**config.mk**
```make
export PLATFORM = sky130hd
export DESIGN_NAME = mft_timer
export DESIGN_NICKNAME = d
export VERILOG_FILES = /design/src/mft_pkg.sv /design/src/mft_timer.sv
export SDC_FILE = /design/constraint.sdc
export NUM_CORES = 1
export LEC_CHECK = 0
export BUFFER_PORTS_ARGS = -buffer_cell sky130_fd_sc_hd__buf_4
export CORE_MARGIN = 2
export CORE_UTILIZATION = 40
export CTS_BUF_LIST = sky130_fd_sc_hd__clkbuf_4 sky130_fd_sc_hd__clkbuf_8
export CTS_CLUSTER_SIZE = 14
export DETAILED_ROUTE_END_ITERATION = 12
export GPL_TIMING_DRIVEN = 1
export PLACE_DENSITY_LB_ADDON = 0.12
export RECOVER_POWER = 100
export SLEW_MARGIN = 20
export SYNTH_ARGS = -nofsm -noshare
export SYNTH_HDL_FRONTEND = slang
export SYNTH_SLANG_ARGS = --single-unit
```
**constraint.sdc**
```tcl
create_clock -name mclk -period 3.4 [get_ports mclk]
set_input_delay 0.17 -clock mclk [delete_from_list [all_inputs] [get_ports mclk]]
set_output_delay 0.17 -clock mclk [all_outputs]
set_load 0.03 [all_outputs]
```
**src/mft_pkg.sv**
```systemverilog
// Package with register map, field layout and encodings of the timer.
package mft_pkg;
	localparam int ADDR_W = 8;
	localparam int DATA_W = 16;
	// Register byte offsets on the plain register port.
	localparam logic [7:0] OFS_CNT1 = 8'h40;
	localparam logic [7:0] OFS_RCA = 8'h42;
	localparam logic [7:0] OFS_RCB = 8'h44;
	localparam logic [7:0] OFS_CNT2 = 8'h46;
	localparam logic [7:0] OFS_PRSC = 8'h48;
	localparam logic [7:0] OFS_CKC = 8'h4A;
	localparam logic [7:0] OFS_CTRL = 8'h4C;
	localparam logic [7:0] OFS_ICTL = 8'h4E;
	localparam logic [7:0] OFS_ICLR = 8'h50;
	// Clock select codes, one per counter field.
	localparam logic [2:0] CS_STOP = 3'h0;
	localparam logic [2:0] CS_PRE = 3'h1;
	localparam logic [2:0] CS_EXT = 3'h2;
	localparam logic [2:0] CS_ACC = 3'h3;
	localparam logic [2:0] CS_SLOW = 3'h4;
	// Field positions.
	localparam int PS_W = 5;
	localparam int C1_LSB = 0;
	localparam int C2_LSB = 3;
	localparam int IEN_LSB = 4;
	localparam int SRC_A = 0;
	localparam int SRC_B = 1;
	localparam int SRC_C = 2;
	localparam int SRC_D = 3;
	// Operating modes 1 to 4.
	localparam logic [1:0] MD_PWM = 2'h0;
	localparam logic [1:0] MD_DCAP = 2'h1;
	localparam logic [1:0] MD_DUAL = 2'h2;
	localparam logic [1:0] MD_SCAP = 2'h3;
	// Reset and fixed values.
	localparam logic [7:0] CTRL_RST = 8'h00;
	localparam logic [7:0] ICLR_READ = 8'hFF;
	localparam logic [15:0] PRESET_VAL = 16'hFFFF;
	localparam int SYNC_N = 3;

	// Mode and pin control register, bit 7 down to bit 0.
	typedef struct packed {
		logic global_timer_enable;
		logic pin_a_output_state;
		logic pin_b_function_enable;
		logic pin_a_function_enable;
		logic pin_b_edge_polarity;
		logic pin_a_edge_polarity;
		logic [1:0] mode;
	} mft_ctrl_t;

	// Register port request.
	typedef struct packed {
		logic wr;
		logic rd;
		logic [ADDR_W-1:0] addr;
		logic [DATA_W-1:0] wdata;
	} mft_req_t;
endpackage

```
**src/mft_timer.sv**
```systemverilog
// Dual 16-bit multi-function timer with control and status registers.
//
// Functional notes
// Prescaled tick divides system clock by prescale value plus one.
// Clock select codes 1 to 4 start a counter; reset clears both selects.
// First select: stop, prescaled, event on B, accumulate on B, slow.
// Second select uses the same encoding as the first.
// Software uses event, accumulate and stop codes only in allowed modes.
// Counters and reload registers are read/write and not reset.
// Mode field: PWM, dual capture, dual counter, single capture.
// Edge polarity bit: 0 falling, 1 rising.
// Accumulate counts only while pin B equals its polarity bit.
// Pin A enable: preset counter 1 in mode 2, else PWM output.
// Pin B enable presets counter 1 in mode 2, counter 2 in mode 4.
// Output state bit follows PWM; software write beats hardware update.
// Global enable low stops clocks and blocks counter and pending writes.
// Global enable low clears prescaler and pending, pin A becomes input.
// Interrupt control: enables in bits 7..4, pending in 3..0, reset zero.
// Pending set by hardware or by writing one; writing zero ignored.
// Request raised only when the source enable is one.
// Writing one to a clear bit clears that pending flag.
// Clear register always reads all ones.
// Software never read-modify-writes the clear register.
// Sources A, B, C form request 1; source D forms request 2.
// D on counter 2 underflow or reload; A on reload or pin A capture.
// PWM pin A toggles on each counter 1 underflow outside mode 2.
// Reserved clock codes leave the counter stopped.
// Pins and slow clock are synchronised; each edge is one pulse.
// Reserved prescaler and clock select bits read zero.
//
// The register offsets and the address-and-strobe port were chosen for this implementation.
`timescale 1ns/1ps
module mft_timer (
	input wire logic mclk, // System clock, 100 MHz.
	input wire logic rst, // Synchronous reset, active high.
	input wire logic [7:0] reg_addr, // Register byte address.
	input wire logic [15:0] reg_wdata, // Write data.
	input wire logic reg_wr, // Write strobe.
	input wire logic reg_rd, // Read strobe.
	output logic [15:0] reg_rdata, // Read data, cycle after the strobe.
	input wire logic timer_io_pin_a_in, // Pin A level.
	output logic timer_io_pin_a_out, // Pin A drive level.
	output logic timer_io_pin_a_oe, // Pin A output enable.
	input wire logic timer_io_pin_b_in, // Pin B level.
	input wire logic slow_clk_in, // Slow clock source.
	output logic timer_irq1, // Request for sources A, B, C.
	output logic timer_irq2 // Request for source D.
);

	mft_pkg::mft_req_t req;
	mft_pkg::mft_ctrl_t ctl_r;
	logic [mft_pkg::PS_W-1:0] prescale_value_r;
	logic [2:0] first_clock_select_r;
	logic [2:0] second_clock_select_r;
	logic [15:0] first_counter_value_r;
	logic [15:0] second_counter_value_r;
	logic [15:0] reload_capture_first_r;
	logic [15:0] reload_capture_second_r;
	logic [3:0] irq_en_r;
	logic [3:0] pending_r;
	logic [3:0] pending_nxt;
	logic [mft_pkg::PS_W-1:0] pre_cnt_r;
	logic pre_tick;
	logic [2:0] sync_r [0:mft_pkg::SYNC_N-1];
	logic [2:0] lvl_r;
	logic [2:0] chg;
	logic ta_evt, tb_evt, slow_evt;
	logic tick1, tick2, uf1, uf2;
	logic acc_ok;
	logic wr_ctrl, wr_ckc, wr_prsc, wr_ictl, wr_iclr;
	logic wr_cnt1, wr_cnt2, wr_rca, wr_rcb;
	logic md2, md4, pwm_on;
	logic [3:0] hw_set;

	assign req = '{wr: reg_wr, rd: reg_rd, addr: reg_addr, wdata: reg_wdata};

	////////////////////////////////////////////////////////////////////////
	// Address decode. Counter and reload writes need the global enable.

	always_comb begin
		wr_prsc = 1'b0;
		wr_ckc = 1'b0;
		wr_ctrl = 1'b0;
		wr_ictl = 1'b0;
		wr_iclr = 1'b0;
		wr_cnt1 = 1'b0;
		wr_cnt2 = 1'b0;
		wr_rca = 1'b0;
		wr_rcb = 1'b0;
		if (!req.wr) begin
			wr_prsc = 1'b0;
		end else if (req.addr == mft_pkg::OFS_PRSC) begin
			wr_prsc = 1'b1;
		end else if (req.addr == mft_pkg::OFS_CKC) begin
			wr_ckc = 1'b1;
		end else if (req.addr == mft_pkg::OFS_CTRL) begin
			wr_ctrl = 1'b1;
		end else if (req.addr == mft_pkg::OFS_ICTL) begin
			wr_ictl = 1'b1;
		end else if (req.addr == mft_pkg::OFS_ICLR) begin
			wr_iclr = 1'b1;
		end else if (req.addr == mft_pkg::OFS_CNT1) begin
			wr_cnt1 = ctl_r.global_timer_enable;
		end else if (req.addr == mft_pkg::OFS_CNT2) begin
			wr_cnt2 = ctl_r.global_timer_enable;
		end else if (req.addr == mft_pkg::OFS_RCA) begin
			wr_rca = ctl_r.global_timer_enable;
		end else if (req.addr == mft_pkg::OFS_RCB) begin
			wr_rcb = ctl_r.global_timer_enable;
		end
	end

	////////////////////////////////////////////////////////////////////////
	// Configuration registers.

	always_ff @(posedge mclk) begin
		if (rst) begin
			prescale_value_r <= '0;
		end else if (wr_prsc) begin
			prescale_value_r <= req.wdata[mft_pkg::PS_W-1:0];
		end
	end

	always_ff @(posedge mclk) begin
		if (rst) begin
			first_clock_select_r <= mft_pkg::CS_STOP;
			second_clock_select_r <= mft_pkg::CS_STOP;
		end else if (wr_ckc) begin
			first_clock_select_r <= req.wdata[mft_pkg::C1_LSB +: 3];
			second_clock_select_r <= req.wdata[mft_pkg::C2_LSB +: 3];
		end
	end

	assign md2 = (ctl_r.mode == mft_pkg::MD_DCAP);
	assign md4 = (ctl_r.mode == mft_pkg::MD_SCAP);
	assign pwm_on = ctl_r.global_timer_enable && ctl_r.pin_a_function_enable && !md2;

	// A software write takes priority over the toggle so it wins a collision.
	always_ff @(posedge mclk) begin
		if (rst) begin
			ctl_r <= mft_pkg::CTRL_RST;
		end else if (wr_ctrl) begin
			ctl_r <= req.wdata[7:0];
		end else if (pwm_on && uf1) begin
			ctl_r.pin_a_output_state <= !ctl_r.pin_a_output_state;
		end
	end

	////////////////////////////////////////////////////////////////////////
	// Input synchronisers. A change counts once stages two and three agree.

	always_ff @(posedge mclk) begin
		if (rst) begin
			for (int i = 0; i < mft_pkg::SYNC_N; i++) begin
				sync_r[i] <= '0;
			end
			lvl_r <= '0;
		end else begin
			sync_r[0] <= {slow_clk_in, timer_io_pin_b_in, timer_io_pin_a_in};
			for (int i = 1; i < mft_pkg::SYNC_N; i++) begin
				sync_r[i] <= sync_r[i-1];
			end
			for (int i = 0; i < 3; i++) begin
				if (chg[i]) begin
					lvl_r[i] <= sync_r[2][i];
				end
			end
		end
	end

	always_comb begin
		for (int i = 0; i < 3; i++) begin
			chg[i] = (sync_r[1][i] == sync_r[2][i]) && (sync_r[2][i] != lvl_r[i]);
		end
	end

	assign ta_evt = ctl_r.global_timer_enable && chg[0] && (sync_r[2][0] == ctl_r.pin_a_edge_polarity);
	assign tb_evt = ctl_r.global_timer_enable && chg[1] && (sync_r[2][1] == ctl_r.pin_b_edge_polarity);
	assign slow_evt = ctl_r.global_timer_enable && chg[2] && sync_r[2][2];

	////////////////////////////////////////////////////////////////////////
	// Prescaler and counter clock selection.

	always_ff @(posedge mclk) begin
		if (rst || !ctl_r.global_timer_enable) begin
			pre_cnt_r <= '0;
		end else if (pre_cnt_r >= prescale_value_r) begin
			pre_cnt_r <= '0;
		end else begin
			pre_cnt_r <= pre_cnt_r + 1'b1;
		end
	end

	assign pre_tick = ctl_r.global_timer_enable && (pre_cnt_r >= prescale_value_r);

	// Every source is an argument: a continuous assignment only wakes up
	// on its operands, so reads of module signals inside would go stale.
	function automatic logic sel_tick(input logic [2:0] sel, input logic pre,
		input logic ext, input logic acc_ok, input logic slow);
		logic t;
		t = 1'b0;
		case (sel)
			mft_pkg::CS_PRE: t = pre;
			mft_pkg::CS_EXT: t = ext;
			mft_pkg::CS_ACC: t = pre && acc_ok;
			mft_pkg::CS_SLOW: t = slow;
			default: t = 1'b0;
		endcase
		return t;
	endfunction

	assign acc_ok = (lvl_r[1] == ctl_r.pin_b_edge_polarity);
	assign tick1 = ctl_r.global_timer_enable
		&& sel_tick(first_clock_select_r, pre_tick, tb_evt, acc_ok, slow_evt);
	assign tick2 = ctl_r.global_timer_enable
		&& sel_tick(second_clock_select_r, pre_tick, tb_evt, acc_ok, slow_evt);
	assign uf1 = tick1 && (first_counter_value_r == '0);
	assign uf2 = tick2 && (second_counter_value_r == '0);

	////////////////////////////////////////////////////////////////////////
	// Counters and reload/capture registers; none of them is reset.

	always_ff @(posedge mclk) begin
		if (wr_cnt1) begin
			first_counter_value_r <= req.wdata;
		end else if (md2 && ((ta_evt && ctl_r.pin_a_function_enable) || (tb_evt && ctl_r.pin_b_function_enable))) begin
			first_counter_value_r <= mft_pkg::PRESET_VAL;
		end else if (uf1) begin
			first_counter_value_r <= md2 ? mft_pkg::PRESET_VAL : reload_capture_first_r;
		end else if (tick1) begin
			first_counter_value_r <= first_counter_value_r - 1'b1;
		end
	end

	always_ff @(posedge mclk) begin
		if (wr_cnt2) begin
			second_counter_value_r <= req.wdata;
		end else if (md4 && tb_evt && ctl_r.pin_b_function_enable) begin
			second_counter_value_r <= mft_pkg::PRESET_VAL;
		end else if (uf2) begin
			second_counter_value_r <= (md2 || md4) ? mft_pkg::PRESET_VAL
				: reload_capture_second_r;
		end else if (tick2) begin
			second_counter_value_r <= second_counter_value_r - 1'b1;
		end
	end

	always_ff @(posedge mclk) begin
		if (wr_rca) begin
			reload_capture_first_r <= req.wdata;
		end else if (md2 && ta_evt) begin
			reload_capture_first_r <= first_counter_value_r;
		end
	end

	always_ff @(posedge mclk) begin
		if (wr_rcb) begin
			reload_capture_second_r <= req.wdata;
		end else if (md2 && tb_evt) begin
			reload_capture_second_r <= first_counter_value_r;
		end else if (md4 && tb_evt) begin
			reload_capture_second_r <= second_counter_value_r;
		end
	end

	////////////////////////////////////////////////////////////////////////
	// Interrupt enables and pending flags. A set beats a clear.

	always_comb begin
		hw_set = '0;
		hw_set[mft_pkg::SRC_A] = md2 ? ta_evt : uf1;
		hw_set[mft_pkg::SRC_B] = (md2 || md4) && tb_evt;
		hw_set[mft_pkg::SRC_C] = md2 && uf1;
		hw_set[mft_pkg::SRC_D] = uf2;
		pending_nxt = pending_r;
		if (wr_iclr) begin
			pending_nxt = pending_nxt & ~req.wdata[3:0];
		end
		if (wr_ictl && ctl_r.global_timer_enable) begin
			pending_nxt = pending_nxt | req.wdata[3:0];
		end
		pending_nxt = pending_nxt | hw_set;
		if (!ctl_r.global_timer_enable) begin
			pending_nxt = '0;
		end
	end

	always_ff @(posedge mclk) begin
		if (rst) begin
			pending_r <= '0;
			irq_en_r <= '0;
		end else begin
			pending_r <= pending_nxt;
			if (wr_ictl) begin
				irq_en_r <= req.wdata[mft_pkg::IEN_LSB +: 4];
			end
		end
	end

	always_ff @(posedge mclk) begin
		if (rst) begin
			timer_irq1 <= 1'b0;
			timer_irq2 <= 1'b0;
		end else begin
			timer_irq1 <= |(pending_r[2:0] & irq_en_r[2:0]);
			timer_irq2 <= pending_r[3] && irq_en_r[3];
		end
	end

	////////////////////////////////////////////////////////////////////////
	// Pin A drive and read port.

	always_ff @(posedge mclk) begin
		if (rst) begin
			timer_io_pin_a_oe <= 1'b0;
		end else begin
			timer_io_pin_a_oe <= pwm_on;
		end
	end

	assign timer_io_pin_a_out = ctl_r.pin_a_output_state;

	always_ff @(posedge mclk) begin
		if (rst) begin
			reg_rdata <= '0;
		end else if (!req.rd) begin
			reg_rdata <= '0;
		end else if (req.addr == mft_pkg::OFS_PRSC) begin
			reg_rdata <= {11'h000, prescale_value_r};
		end else if (req.addr == mft_pkg::OFS_CKC) begin
			reg_rdata <= {10'h000, second_clock_select_r, first_clock_select_r};
		end else if (req.addr == mft_pkg::OFS_CTRL) begin
			reg_rdata <= {8'h00, ctl_r};
		end else if (req.addr == mft_pkg::OFS_ICTL) begin
			reg_rdata <= {8'h00, irq_en_r, pending_r};
		end else if (req.addr == mft_pkg::OFS_ICLR) begin
			reg_rdata <= {8'h00, mft_pkg::ICLR_READ};
		end else if (req.addr == mft_pkg::OFS_CNT1) begin
			reg_rdata <= first_counter_value_r;
		end else if (req.addr == mft_pkg::OFS_CNT2) begin
			reg_rdata <= second_counter_value_r;
		end else if (req.addr == mft_pkg::OFS_RCA) begin
			reg_rdata <= reload_capture_first_r;
		end else if (req.addr == mft_pkg::OFS_RCB) begin
			reg_rdata <= reload_capture_second_r;
		end else begin
			reg_rdata <= '0;
		end
	end
endmodule

```
==> impl_metrics.yaml <==
clock_network:
  path_clk_slew_ps: 80
  cts.sink_count: 127
  insertion_delay_ps: 460
  h-tree-depth: 4
  numCtsBuffers: 17
  clockBufferDepth: 2
  clock-root-buffer: "clkbuf_8"
  cts_tree: "yes"
final_layout:
  antenna_cells: 0
  drive_above_1_share: 0.156
  synthToLayoutAreaGrowth_pct: 12.7
  layout.nets: 809
  fin_cells: 1008
  fillers: 1733
logic_synthesis:
  ys_seq_area_frac: 0.456
  synth_top_cell_area_share: 0.276
  synth_most_common_cell: "nand2_1"
  netlist_top_cells_area: "edfxtp_1 28%, dfxtp_1 18%, mux2i_1 5.2%, mux2_2 5.2%, nand2_1 5.0%"
  synth_cell_types: 62
  synthArstFlopShare: 0
  synth_commonest_cells: "93 x nand2_1, 70 x nor2_1, 64 x edfxtp_1"
  synthFlopType: "edfxtp_1"
  yosys.area.top_type: "edfxtp_1"
  netlist_area_um2: 6980
  synth.net_count: 770
  synth_edf_count: 64
  syn_area_per_cell_um2: 9.54
  netlist_instances: 731
  yosysWarningCount: 0
  ys_ff_latch: 127
pwr:
  leakage_nw: 2.80
  p_total_mw: 3.21
  intPower_mw: 2.45
  p_seq_frac: 0.499
  switching_power_mw: 0.755
  switching_share: 0.236
  p_per_area_nw_per_um2: 408
  clockPowerShare: 0.463
  pwr-share-comb: 0.039
  max-vdd-ir-drop_v: 0.000240
die:
  rows: 48
  die_area_um2: 18500
  initial_core_util: 0.406
  die_x_um: 136
  design.core.area_um2: 17200
  pin_count: 51
  fp.dieH_um: 136
global_routing:
  grt_pass1_wl_um: 33500
  antenna_found_initial: 0
  grt_pass1_vias: 5986
  track_usage: 0.242
  grt.overflow.total: 0
  grt_max_degree: 42
detailed_routing:
  dr_total_vias: 5899
  firstDrtPassIters: 5
  postRouteWirelength_um: 21300
  remaining_drc_errors: 0
  ant_nets: 0
  drt-initial-drc-count: 498
  wl_per_cell_um: 21.1
  viasPerCell: 5.85
sta:
  maxSlewViolCount: 0
  setup_viol: 0
  hold_violations: 0
  min_period_over_period: 0.878
  clock_skew_ps: 10.8
  tightestPinTransition_ps: 1330
  finalSetupTns_ps: 0
  hold_slack_ps: 38.4
  rsz0062_at_grt: "no"
  fmax_mhz: 335
  finalCriticalPeriod_ps: 2980
  max_slew_margin: 0.104
  setup_slack_ps: 415
critical_path:
  crit_type: "flop to flop"
  r2r_slack_ps: 420
  startpoint_type: "flop"
  timing.rr.end: "first_counter_value_r[0]"
  reg2reg_from: "ctl_r[7]"
  worst-r2r-cell-count: 4
  end_kind: "flop"
  critPathRequiredTime_ps: 3540
  cp.arrival_ps: 3130
  path_max_fanout: 19
outcome:
  status: "completed"
hold_path:
  min_from: "reg_wdata[1]"
  min_to: "ctl_r[1]"
  whs_path_depth: 3
  min_path_type: "input port to flop"
place:
  placedCellCount: 973
  post-place-ws_ps: 574
  place_hpwl_um: 15300
  gp_congestion: 0.959
  io_buffers: 50
job:
  maxCapViolCount: 0
-- layout by cell type, fill, tap and decap left out, drive strengths merged, types with 18 or more instances in the layout --
cell type   n
a21oi      61
clkbuf     48
buf        32
mux2       32
dfxtp      63
nor2       71
inv        18
xor2       19
mux2i      36
nand2      93
o21ai      26
nand3      18
nor3       25
nor2b      19
edfxtp     64
a22oi      18
-- critical path, stage by stage, from the launching register on --
cell	delay (ps)
dfxtp_1	740
nand3_1	810
and3_1	660
o211ai_1	160
buf_4	290
-- sequential cells by signal, indices dropped and copies added, names as in the netlist --
name / flops
reload_capture_first_r: 16
irq_en_r: 4
first_counter_value_r: 16
prescale_value_r: 5
timer_io_pin_a_out: 1
ctl_r: 7
lvl_r: 3
sync_r: 9
second_clock_select_r: 3
reload_capture_second_r: 16
timer_irq1: 1
second_counter_value_r: 16
timer_io_pin_a_oe: 1
timer_irq2: 1
first_clock_select_r: 3
pre_cnt_r: 5
pending_r: 4
reg_rdata: 16
-- stage by stage --
stage,instance area (um^2),utilization
final,7860,0.458
after global routing,7860,0.458
after CTS,8000,0.466
after detailed placement,7530,0.438
after global placement,7530,0.438
after floorplan,6980,-
-- power by group through the flow --
stage,Clock [mW],Sequential (mW),Combinational [mW]
2_1_floorplan,0,1.63,0.0545
3_3_place_gp,0,1.63,0.121
3_5_place_dp,0,1.63,0.123
4_1_cts,1.50,1.60,0.126
5_1_grt,1.56,1.60,0.131
6_report,1.48,1.60,0.124
-- worst max-delay path by stage --
stage	slack [ps]	from	endpoint
final	420	ctl_r[7]	first_counter_value_r[0]
after global routing	270	ctl_r[7]	first_counter_value_r[9]
after CTS	550	first_counter_value_r[0]	first_counter_value_r[1]
after detailed placement	570	first_counter_value_r[0]	first_counter_value_r[1]
after global placement	670	first_counter_value_r[0]	first_counter_value_r[0]
after floorplan	870	pre_cnt_r[0]	first_counter_value_r[0]
-- routing by layer --
layer | up-vias | track usage | share of wire
li1 | 2746 | - | -
met1 | 2857 | 0.290 | 0.41
met2 | 233 | 0.409 | 0.49
met3 | 63 | 0.0395 | 0.052
met4 | 0 | 0.139 | 0.047
met5 | - | 0 | 0
-- logic make-up after synthesis --
family | synth area share
buffers and inverters | 0.0357
xor gates and xnor gates | 0.0389
and+or+nand+nor | 0.198
AOI/OAI and AO/OA | 0.153
adders and majority gates | 0.0144
muxes | 0.103
DFF | 0.456
-- repair_timing --
action | 4_1_cts | 5_1_grt
hold buffers | 3 | 0
setup buffers | 0 | 0
resized for setup | 0 | 0
setup endpoints to repair | 0 | 0
hold endpoints to repair | 3 | 0
-- area by class of cell --
type | count | area [um^2] | share of cell area
clock inverter | 15 | 206 | 0.0263
multi-input combinational | 546 | 3510 | 0.446
clock buffer | 17 | 234 | 0.0298
sequential | 127 | 3180 | 0.405
timing repair buffer | 66 | 405 | 0.0516
tap | 225 | 282 | 0.0358
inverter | 12 | 45.0 | 0.00573
(Power assumes the default switching activity.)
